--- src/include/rtcaw_pkg.sv ---
package rtcaw_pkg;

  // ****************************************************************
  // Widths
  // ****************************************************************
  localparam int SEC_W = 32;
  localparam int MS_W = 16;
  localparam int KHZ_DIV_W = 5;
  localparam int HZ_DIV_W = 10;

  // ****************************************************************
  // Tick rates
  // ****************************************************************
  localparam int OSC_HZ = 32000;
  localparam int KHZ_HZ = 1000;
  localparam int HZ_HZ = 1;
  localparam logic [KHZ_DIV_W-1:0] KHZ_DIV_LAST = KHZ_DIV_W'(OSC_HZ / KHZ_HZ - 1);
  localparam logic [HZ_DIV_W-1:0] HZ_DIV_LAST = HZ_DIV_W'(KHZ_HZ / HZ_HZ - 1);
  localparam logic [KHZ_DIV_W-1:0] KHZ_DIV_RST = 5'h00;
  localparam logic [HZ_DIV_W-1:0] HZ_DIV_RST = 10'h000;

  // ****************************************************************
  // Reset values and unit steps
  // ****************************************************************
  localparam logic [SEC_W-1:0] SEC_RST = 32'h0000_0000;
  localparam logic [SEC_W-1:0] ALARM_RST = 32'hFFFF_FFFF;
  localparam logic [MS_W-1:0] MS_RST = 16'h0000;
  localparam logic [MS_W-1:0] MS_ONE = 16'h0001;
  localparam logic [SEC_W-1:0] SEC_ONE = 32'h0000_0001;

  // ****************************************************************
  // Types
  // ****************************************************************
  typedef enum logic {
    OSC_RC,
    OSC_XTAL
  } rtcaw_osc_t;

  typedef struct packed {
    logic sec_en;
    logic sec_clr;
    logic sec_load;
    logic [SEC_W-1:0] sec_load_val;
    logic alarm_wr;
    logic [SEC_W-1:0] alarm_val;
    logic ms_wr;
    logic [MS_W-1:0] ms_val;
    logic low_power;
  } rtcaw_cmd_t;

  typedef struct packed {
    logic [SEC_W-1:0] sec_count;
    logic [MS_W-1:0] ms_count;
    logic ms_running;
    logic alarm_irq;
    logic ms_irq;
    logic wakeup_req;
  } rtcaw_stat_t;

endpackage

--- src/rtl/rtcaw_top.sv ---
`timescale 1ns/1ps

module rtcaw_top (
  input wire logic clk,
  input wire logic sys_rst,
  input wire rtcaw_pkg::rtcaw_osc_t osc_sel,
  input wire logic internal_rc_oscillator,
  input wire logic xtal_oscillator,
  input wire rtcaw_pkg::rtcaw_cmd_t cmd,
  output rtcaw_pkg::rtcaw_stat_t stat
);

  // ****************************************************************
  // Tick generation
  // ****************************************************************
  logic osc_lvl_reg;
  logic osc_lvl_next;
  logic osc_tick_reg;
  logic osc_tick_next;
  logic [rtcaw_pkg::KHZ_DIV_W-1:0] khz_div_reg;
  logic [rtcaw_pkg::KHZ_DIV_W-1:0] khz_div_next;
  logic [rtcaw_pkg::HZ_DIV_W-1:0] hz_div_reg;
  logic [rtcaw_pkg::HZ_DIV_W-1:0] hz_div_next;
  logic khz_tick;
  logic hz_tick;
  logic osc_src;

  function automatic logic div_wrap(input logic [15:0] cnt, input logic [15:0] last);
    div_wrap = (cnt == last);
  endfunction

  always_comb begin
    osc_src = (osc_sel == rtcaw_pkg::OSC_XTAL) ? xtal_oscillator : internal_rc_oscillator;
    osc_lvl_next = osc_src;
    osc_tick_next = osc_src && !osc_lvl_reg;
    khz_tick = osc_tick_reg && div_wrap(16'(khz_div_reg), 16'(rtcaw_pkg::KHZ_DIV_LAST));
    hz_tick = khz_tick && div_wrap(16'(hz_div_reg), 16'(rtcaw_pkg::HZ_DIV_LAST));
    khz_div_next = khz_div_reg;
    hz_div_next = hz_div_reg;
    if (osc_tick_reg) begin
      khz_div_next = khz_tick ? rtcaw_pkg::KHZ_DIV_RST
                              : khz_div_reg + rtcaw_pkg::KHZ_DIV_W'(1);
    end
    if (khz_tick) begin
      hz_div_next = hz_tick ? rtcaw_pkg::HZ_DIV_RST
                            : hz_div_reg + rtcaw_pkg::HZ_DIV_W'(1);
    end
  end

  always_ff @(posedge clk) begin
    if (sys_rst) begin
      osc_lvl_reg <= 1'b0;
      osc_tick_reg <= 1'b0;
      khz_div_reg <= rtcaw_pkg::KHZ_DIV_RST;
      hz_div_reg <= rtcaw_pkg::HZ_DIV_RST;
    end else begin
      osc_lvl_reg <= osc_lvl_next;
      osc_tick_reg <= osc_tick_next;
      khz_div_reg <= khz_div_next;
      hz_div_reg <= hz_div_next;
    end
  end

  // ****************************************************************
  // Seconds counter and alarm
  // ****************************************************************
  logic [rtcaw_pkg::SEC_W-1:0] sec_reg;
  logic [rtcaw_pkg::SEC_W-1:0] sec_next;
  logic [rtcaw_pkg::SEC_W-1:0] alarm_reg;
  logic [rtcaw_pkg::SEC_W-1:0] alarm_next;
  logic sec_moved;
  logic alarm_irq_reg;
  logic alarm_irq_next;

  always_comb begin
    sec_next = sec_reg;
    sec_moved = 1'b0;
    if (cmd.sec_clr) begin
      sec_next = rtcaw_pkg::SEC_RST;
      sec_moved = 1'b1;
    end else if (cmd.sec_load) begin
      sec_next = cmd.sec_load_val;
      sec_moved = 1'b1;
    end else if (cmd.sec_en && hz_tick) begin
      sec_next = sec_reg + rtcaw_pkg::SEC_ONE;
      sec_moved = 1'b1;
    end
    alarm_next = cmd.alarm_wr ? cmd.alarm_val : alarm_reg;
    // Fires once on arriving at the match value
    alarm_irq_next = sec_moved && (sec_next == alarm_next);
  end

  always_ff @(posedge clk) begin
    if (sys_rst) begin
      sec_reg <= rtcaw_pkg::SEC_RST;
      alarm_reg <= rtcaw_pkg::ALARM_RST;
      alarm_irq_reg <= 1'b0;
    end else begin
      sec_reg <= sec_next;
      alarm_reg <= alarm_next;
      alarm_irq_reg <= alarm_irq_next;
    end
  end

  // ****************************************************************
  // Millisecond wake-up timer
  // ****************************************************************
  typedef enum logic {
    MS_IDLE,
    MS_RUN
  } rtcaw_ms_state_t;

  rtcaw_ms_state_t ms_state_reg;
  rtcaw_ms_state_t ms_state_next;
  logic [rtcaw_pkg::MS_W-1:0] ms_reg;
  logic [rtcaw_pkg::MS_W-1:0] ms_next;
  logic ms_irq_reg;
  logic ms_irq_next;
  logic ms_start;

  always_comb begin
    ms_state_next = ms_state_reg;
    ms_next = ms_reg;
    ms_irq_next = 1'b0;
    // Zero writes are dropped entirely
    ms_start = cmd.ms_wr && (cmd.ms_val != rtcaw_pkg::MS_RST);
    if (ms_start) begin
      // Full 16-bit load gives up to 65535 ms
      ms_next = cmd.ms_val;
      ms_state_next = MS_RUN;
    end else begin
      case (ms_state_reg)
        MS_IDLE: begin
          ms_state_next = MS_IDLE;
        end
        MS_RUN: begin
          if (khz_tick) begin
            ms_next = ms_reg - rtcaw_pkg::MS_ONE;
            if (ms_reg == rtcaw_pkg::MS_ONE) begin
              ms_irq_next = 1'b1;
              ms_state_next = MS_IDLE;
            end
          end
        end
        default: begin
          ms_state_next = MS_IDLE;
        end
      endcase
    end
  end

  always_ff @(posedge clk) begin
    if (sys_rst) begin
      ms_state_reg <= MS_IDLE;
      ms_reg <= rtcaw_pkg::MS_RST;
      ms_irq_reg <= 1'b0;
    end else begin
      ms_state_reg <= ms_state_next;
      ms_reg <= ms_next;
      ms_irq_reg <= ms_irq_next;
    end
  end

  // ****************************************************************
  // Wake-up request and outputs
  // ****************************************************************
  logic wake_reg;
  logic wake_next;

  always_comb begin
    wake_next = cmd.low_power && (alarm_irq_next || ms_irq_next);
  end

  always_ff @(posedge clk) begin
    if (sys_rst) begin
      wake_reg <= 1'b0;
    end else begin
      wake_reg <= wake_next;
    end
  end

  always_comb begin
    stat.sec_count = sec_reg;
    stat.ms_count = ms_reg;
    stat.ms_running = (ms_state_reg == MS_RUN);
    stat.alarm_irq = alarm_irq_reg;
    stat.ms_irq = ms_irq_reg;
    stat.wakeup_req = wake_reg;
  end

  // ****************************************************************
  // Assertions
  // ****************************************************************
  property p_khz_rate;
    @(posedge clk) disable iff (sys_rst)
      khz_tick |-> osc_tick_reg && khz_div_reg == rtcaw_pkg::KHZ_DIV_LAST
        ##1 khz_div_reg == rtcaw_pkg::KHZ_DIV_RST;
  endproperty
  a_khz_rate: assert property (p_khz_rate) else $error("kHz tick off rate");

  property p_hz_rate;
    @(posedge clk) disable iff (sys_rst)
      hz_tick |-> khz_tick && hz_div_reg == rtcaw_pkg::HZ_DIV_LAST;
  endproperty
  a_hz_rate: assert property (p_hz_rate) else $error("Hz tick off rate");

  property p_sec_clr;
    @(posedge clk) disable iff (sys_rst)
      cmd.sec_clr |=> stat.sec_count == rtcaw_pkg::SEC_RST;
  endproperty
  a_sec_clr: assert property (p_sec_clr) else $error("Seconds not cleared");

  property p_sec_inc;
    @(posedge clk) disable iff (sys_rst)
      cmd.sec_en && hz_tick && !cmd.sec_clr && !cmd.sec_load
        |=> stat.sec_count == $past(stat.sec_count) + rtcaw_pkg::SEC_ONE;
  endproperty
  a_sec_inc: assert property (p_sec_inc) else $error("Seconds missed tick");

  property p_alarm;
    @(posedge clk) disable iff (sys_rst)
      stat.alarm_irq |-> stat.sec_count == alarm_reg && $past(sec_moved);
  endproperty
  a_alarm: assert property (p_alarm) else $error("Alarm without match");

  property p_ms_dec;
    @(posedge clk) disable iff (sys_rst)
      stat.ms_running && khz_tick && !cmd.ms_wr
        |=> stat.ms_count == $past(stat.ms_count) - rtcaw_pkg::MS_ONE;
  endproperty
  a_ms_dec: assert property (p_ms_dec) else $error("Timer missed decrement");

  property p_ms_start;
    @(posedge clk) disable iff (sys_rst)
      cmd.ms_wr && cmd.ms_val != rtcaw_pkg::MS_RST
        |=> stat.ms_running && stat.ms_count == $past(cmd.ms_val);
  endproperty
  a_ms_start: assert property (p_ms_start) else $error("Timer did not start");

  property p_ms_end;
    @(posedge clk) disable iff (sys_rst)
      $fell(stat.ms_running) |-> stat.ms_irq && stat.ms_count == rtcaw_pkg::MS_RST;
  endproperty
  a_ms_end: assert property (p_ms_end) else $error("Timer stopped without timeout");

  property p_wake;
    @(posedge clk) disable iff (sys_rst)
      (stat.alarm_irq || stat.ms_irq) && $past(cmd.low_power) |-> stat.wakeup_req;
  endproperty
  a_wake: assert property (p_wake) else $error("Missing wake-up request");

  property p_zero_wr;
    @(posedge clk) disable iff (sys_rst)
      cmd.ms_wr && cmd.ms_val == rtcaw_pkg::MS_RST && !stat.ms_running
        |=> !stat.ms_running && !stat.ms_irq;
  endproperty
  a_zero_wr: assert property (p_zero_wr) else $error("Zero write started timer");

  property p_khz_step;
    @(posedge clk) disable iff (sys_rst)
      osc_tick_reg && !khz_tick
        |=> khz_div_reg == $past(khz_div_reg) + rtcaw_pkg::KHZ_DIV_W'(1);
  endproperty
  a_khz_step: assert property (p_khz_step) else $error("kHz divider skipped");

  property p_hz_step;
    @(posedge clk) disable iff (sys_rst)
      khz_tick && !hz_tick
        |=> hz_div_reg == $past(hz_div_reg) + rtcaw_pkg::HZ_DIV_W'(1);
  endproperty
  a_hz_step: assert property (p_hz_step) else $error("Hz divider skipped");

  property p_sec_load;
    @(posedge clk) disable iff (sys_rst)
      cmd.sec_load && !cmd.sec_clr
        |=> stat.sec_count == $past(cmd.sec_load_val);
  endproperty
  a_sec_load: assert property (p_sec_load) else $error("Seconds not loaded");

  property p_sec_hold;
    @(posedge clk) disable iff (sys_rst)
      !cmd.sec_clr && !cmd.sec_load && !(cmd.sec_en && hz_tick)
        |=> $stable(stat.sec_count);
  endproperty
  a_sec_hold: assert property (p_sec_hold) else $error("Seconds moved without cause");

  property p_ms_idle;
    @(posedge clk) disable iff (sys_rst)
      !stat.ms_running && !(cmd.ms_wr && cmd.ms_val != rtcaw_pkg::MS_RST)
        |=> !stat.ms_running && $stable(stat.ms_count);
  endproperty
  a_ms_idle: assert property (p_ms_idle) else $error("Idle timer moved");

  property p_wake_only;
    @(posedge clk) disable iff (sys_rst)
      stat.wakeup_req
        |-> (stat.alarm_irq || stat.ms_irq) && $past(cmd.low_power);
  endproperty
  a_wake_only: assert property (p_wake_only) else $error("Wake-up without request");

endmodule

--- config.mk ---
export PLATFORM = sky130hd
export DESIGN_NAME = rtcaw_top
export DESIGN_NICKNAME = d
export VERILOG_FILES = /design/src/include/rtcaw_pkg.sv /design/src/rtl/rtcaw_top.sv
export SDC_FILE = /design/constraint.sdc
export NUM_CORES = 1
export LEC_CHECK = 0
export ABC_AREA = 1
export BUFFER_PORTS_ARGS = -buffer_cell sky130_fd_sc_hd__buf_2
export CORE_UTILIZATION = 40
export CTS_BUF_LIST = sky130_fd_sc_hd__clkbuf_4
export CTS_CLUSTER_SIZE = 24
export DETAILED_ROUTE_END_ITERATION = 8
export SYNTH_ARGS = -nofsm -noshare
export SYNTH_HDL_FRONTEND = slang
export SYNTH_SLANG_ARGS = --single-unit
--- constraint.sdc ---
create_clock -name clk -period 2.8 [get_ports clk]
set_input_delay 0.28 -clock clk [delete_from_list [all_inputs] [get_ports clk]]
set_output_delay 0.28 -clock clk [all_outputs]
set_load 0.005 [all_outputs]
======== After elaboration in Yosys (flattened, before gate mapping) ========
Index checks and enable logic that the tools add are counted.
Widths: inputs -> output; s select.
cells by class
  equality and inequality tests ........... 4
  multiplexer cells ....................... 21
  reductions and logical operators ........ 13
  add/subtract/negate cells ............... 4
  bitwise operators ....................... 1
operators by type and width
  kind                   count
  $mux 32                4
  $mux 16                3
  $add 32x1->32 const B  1
  $eq 32x32->1           1
  $eq 16x1->1 const B    1
  $reduce_bool 16->1     1
  $sub 16x1->16 const B  1
  $mux 1                 11
  $add 10x1->10 const B  1
  $eq 10x10->1 const B   1
  $mux 10                1
  $logic_and 1x1->1      7
  $add 5x1->5 const B    1
  $eq 5x5->1 const B     1
  $mux 5                 1
  $reduce_bool 2->1      2
  $pmux 1 s2             1
  $reduce_and 2->1       1
  $logic_not 1->1        1
  $logic_or 1x1->1       1
  $not 1->1              1
storage, ports and cells
  register bits after elaboration ......... 101
  logic and storage cells ................. 54
  output and inout bits ................... 52

======== Depth between registers and ports, before layout ========
  word-level depth ........................ 11
  depth in mapped cells ................... 22

======== Worst setup path after synthesis ========
Ideal clock, no wire load.
  kind .................................... register -> register
  start ................................... reg khz_div_reg[0] (netlist bit)
  end ..................................... reg wake_reg
  period minus slack after synthesis ...... 2.305 ns
  data required time ...................... 2.734 ns
  buffers on the path ..................... 1
  cell stages (with the launch flop) ...... 22
  library setup time ...................... 0.066 ns
  slack ................................... 0.495 ns
  arrival ................................. 2.239 ns
  cells stage by stage .................... dfxtp_1 ha_1 nand2_1 nor2_1 ha_1 nand2_4 nor2_2 nand3_2 nor2_4 buf_6 nand2_1 nand2_1 nand3_2 nand2_2 nand2_1 nand2_1 nand3_1 nor2_1 nand2_1 nor2_2 nand3_2 a21oi_2
on the way
  cells in the longest elaborated chain, start to end .. 11
RTL lines
  element                 RTL line          RTL
  start, declared         rtcaw_top.sv:20   logic [rtcaw_pkg::KHZ_DIV_W-1:0] khz_div_reg;
  start signal, assigned  rtcaw_top.sv:54   khz_div_reg <= rtcaw_pkg::KHZ_DIV_RST;
  start signal, assigned  rtcaw_top.sv:59   khz_div_reg <= khz_div_next;
  $eq 5x5->1 (*)          rtcaw_top.sv:29   div_wrap = (cnt == last);
  $logic_and 1x1->1 (*)   rtcaw_top.sv:36   khz_tick = osc_tick_reg && div_wrap(16'(khz_div_reg), 16'(rtcaw_pkg::KHZ_DIV_LAST));
  $logic_and 1x1->1       rtcaw_top.sv:37   hz_tick = khz_tick && div_wrap(16'(hz_div_reg), 16'(rtcaw_pkg::HZ_DIV_LAST));
  $logic_and 1x1->1       rtcaw_top.sv:84   end else if (cmd.sec_en && hz_tick) begin
  $mux 32                 rtcaw_top.sv:84
  $mux 32                 rtcaw_top.sv:81   end else if (cmd.sec_load) begin
  $mux 32                 rtcaw_top.sv:78   if (cmd.sec_clr) begin
  $eq 32x32->1            rtcaw_top.sv:90   alarm_irq_next = sec_moved && (sec_next == alarm_next);
  $logic_and 1x1->1       rtcaw_top.sv:90
  $logic_or 1x1->1 (*)    rtcaw_top.sv:171  wake_next = cmd.low_power && (alarm_irq_next || ms_irq_next);
  $logic_and 1x1->1 (*)   rtcaw_top.sv:171
  end signal, assigned    rtcaw_top.sv:178  wake_reg <= wake_next;
  end, declared           rtcaw_top.sv:167  logic wake_reg;
Every way passes the cells marked *; elsewhere a longest branch is shown, timed or not.
A chain may end at the register's enable or synchronous reset.

======== Worst setup path after layout ========
  start ................................... reg khz_div_reg[1] (netlist bit)
  end ..................................... reg wake_reg
Same word-level chain as after synthesis.

==> flow_summary_export.csv <==
group,metric,value,unit
yosys,synth_edf_count,0,
yosys,synth_fp_nets,1140,
sta,post-route-period-util,0.9898,
critical_path,endpoint_kind,"flip-flop",
place,placed_area,0.007142,sq mm
place,dp_hpwl,15430,um
pwr,powerDensity,380.9,mW/mm^2
yosys,yosys-mux-area-fraction,0.001610,
place,numPortBuffers,142,
yosys,synth_area_leaders,"dfxtp_1 (33%), nand2_1 (21%), nor2_1 (11%)",
place,gp_congestion,0.8586,
outcome,status,"complete, no violations",
final_layout,fin_area,0.007759,sq mm
critical_path,worstSetupStartpointType,"flip-flop",
final_layout,drive_gt1_frac,0.2323,
final_layout,syn_to_final_growth,24.77,%
grt,grt_pass1_wl,31260,um
critical_path,slowest_stage,"dfxtp_4",
sta,drv_slew,0,
critical_path,worst_ep_arrival_time,3.22,ns
final_layout,final_util,0.5104,
critical_path,setup.worst_path.class,"flip-flop to flip-flop",
floorplanning,row_count,45,
yosys,yosysSeqAreaShare,0.3252,
min_path,hp-class,"input port to flip-flop",
floorplanning,die_h,126.7,um
yosys,synth_compound_area_frac,0.04708,
sta,tns,0,ns
yosys,synth_simple_gate_area_frac,0.4915,
critical_path,cp_max_fo,6,
yosys,synth_xor_area_frac,0.01972,
sta,hold_viol,0,
routing,routedWlPerCell,14.77,um
routing,avgViaCountPerCell,5.027,
yosys,ys_seq_elements,101,
critical_path,required,3.25,ns
floorplanning,io_pins,143,
yosys,synth_top_family_by_area,"simple AND/OR/NAND/NOR gates",
clock_tree,numCtsBuffers,9,
clock_tree,cts_sinks,101,
sta,max_freq,360.8,MHz
yosys,yosys.area.top_type_share,0.3252,
routing,drt-total-wl,20540,um
clock_tree,cts_root_buffer,"clkbuf_4",
sta,finalCriticalPeriod,2.772,ns
yosys,async_flop_share,0,
yosys,synth_fa_ha_area_frac,0.01207,
sta,slew-limit-headroom,0.5860,
pwr,p_leak,3.801,nW
floorplanning,core_area,0.01520,sq mm
yosys,synthCells,1043,
grt,grt_max_degree,65,
clock_tree,clockBufferDepth,2,
grt,antenna_found_initial,1,
routing,route.detailed.drc,0,
yosys,synthFlopType,"dfxtp_1",
clock_tree,clock_latency,0.49,ns
pwr,ir_worst_vdd,197.2,uV
yosys,synth_most_common_cell,"nand2_1",
final_layout,fin_nets,1293,
floorplanning,start_util,0.4091,
routing,drt_iter0_markers,529,
clock_tree,htreeDepth,3,
grt,grt_pass1_vias,6056,
yosys,netlist_top_cells_count,"nand2_1 (354), nor2_1 (179), inv_1 (117)",
sta,rsz0062_at_grt,"yes",
routing,via_count,6987,
final_layout,n_fill_cell,1621,
floorplanning,die_x,126.7,um
sta,worstMarginPinSlew,0.6204,ns
yosys,synth_largest_area_cell,"dfxtp_1",
sta,skew,0.007223,ns
critical_path,cpPeakStageDelay,0.40,ns
routing,dr.pass1.iters,7,
yosys,synth_area,0.006218,sq mm
yosys,ys_types,38,
yosys,yosys_warnings,0,
sta,setup_violations,0,
flow_run,maxCapViolCount,0,
clock_tree,cts.clk_slew.worst_paths,0.17,ns
grt,track_usage,0.2514,
yosys,syn_area_per_cell,5.962,sq um
critical_path,worstPathCellList,"ha_4 -> nand2_2 -> nor2_1 -> ha_2 -> nand2_4 -> inv_4 -> nand2_4 -> nor2_4 -> nand3_4 -> buf_6 -> nand2_2 -> nand3_2 -> nand2_2 -> nand2_1 -> nand2_1 -> nand2_1 -> inv_1 -> nand2_1 -> nor2_2 -> nand2_2 -> nor2_2 -> nand3_2 -> a21oi_2",
floorplanning,die-area,0.01605,sq mm
clock_tree,cts_tree,"yes",
grt,grt.overflow.total,0,
routing,postRouteAntennaNets,0,
pwr,power,2.955,mW
## cell usage in the layout (no fill, tap or decap), types with 3 or more instances in the layout
cell type / Yosys / final
nor2_1: 179 / 171
a31oi_1: 3 / 3
nand2_1: 354 / 346
ha_1: 6 / 4
o221ai_1: 3 / 3
inv_2: 2 / 3
buf_4: 7 / 23
a21oi_1: 11 / 11
nand4_1: 18 / 18
inv_1: 117 / 116
nand3b_1: 9 / 9
o21ai_2: 0 / 6
o211ai_1: 4 / 4
o21ai_0: 18 / 16
xor2_1: 11 / 11
buf_6: 3 / 5
or2_2: 7 / 7
buf_2: 0 / 142
nor2_4: 5 / 10
nor3_1: 15 / 15
dfxtp_1: 101 / 98
nor2_2: 4 / 7
clkbuf_4: 0 / 9
buf_12: 0 / 5
a221oi_1: 3 / 3
nand2_2: 3 / 10
nand3_1: 104 / 76
xnor2_1: 3 / 3
nor4_1: 6 / 6
nand3_2: 5 / 33
## worst max-delay path, delay by kind of cell (launching register included)
kind,cells,cell delay (ns)
adder cells (fa/ha/maj),2,0.37
buffers and inverters,3,0.33
flip-flops,1,0.40
AND/OR/NAND/NOR,17,1.50
AO/OA/AOI/OAI,1,0.13
## worst paths after layout
check | startpoint | end | slack, ns | depth (start not counted)
max reg2reg | khz_div_reg[1] | wake_reg | 0.03 | 23
max | khz_div_reg[1] | wake_reg | 0.03 | 23
min reg2reg | osc_lvl_reg | osc_tick_reg | 0.41 | 1
min | cmd[19] | alarm_reg[1] | 0.03 | 3
## cells by family after synthesis
group                    count (synthesis)
buffers and inverters                  157
AO/OA/AOI/OAI                           50
AND/OR/NAND/NOR                        714
multiplexers                             1
adder cells (fa/ha/maj)                  6
flip-flops                             101
XOR/XNOR                                14
## timing repair
| action | in CTS | in global routing |
|---|---|---|
| resized for setup | 0 | 74 |
| hold buffers | 2 | 0 |
| pin swaps | 1 | 40 |
| setup endpoints to repair | 2 | 2 |
| endpoints found under the hold margin | 2 | 0 |
| gates cloned | 0 | 2 |
| buffers inserted | 2 | 14 |
## layer usage
metal / GRT usage / wire length [um] / vias up
met5: 0 / 0 / -
met4: 0.04342 / 274 / 0
met3: 0.04302 / 1181 / 18
met2: 0.3997 / 9283 / 227
met1: 0.3601 / 9796 / 3169
li1: - / - / 3573
## power by group
group          switching [mW]  internal (mW)
logic                   0.384          0.240
registers              0.0634           1.51
clock network           0.562          0.196
total                    1.01           1.95
## metrics by stage
| step | std cells | setup WS (ns) | hold WS (ns) |
|---|---|---|---|
| after CTS | 1373 | 0.04844 | 0.008869 |
| after global routing | 1390 | -0.08368 | 0.02613 |
| after global placement | 1353 | 0.08810 | 0.3862 |
| after floorplan | 1043 | 0.4949 | 0.3752 |
| after detailed placement | 1353 | 0.01006 | 0.3911 |
| final | 1390 | 0.02845 | 0.02777 |
## cell type report
cell class                 count  area, sq um  area share
timing repair buffer         178         1085      0.1398
clock inverter                 7        62.56    0.008063
tap                          188        235.2     0.03032
clock buffer                   9        67.56    0.008708
sequential                   101         2031      0.2617
antenna                        1        2.502   0.0003225
inverter                     120        452.9     0.05838
multi-input combinational    786         3822      0.4927
(Power assumes the default switching activity.)
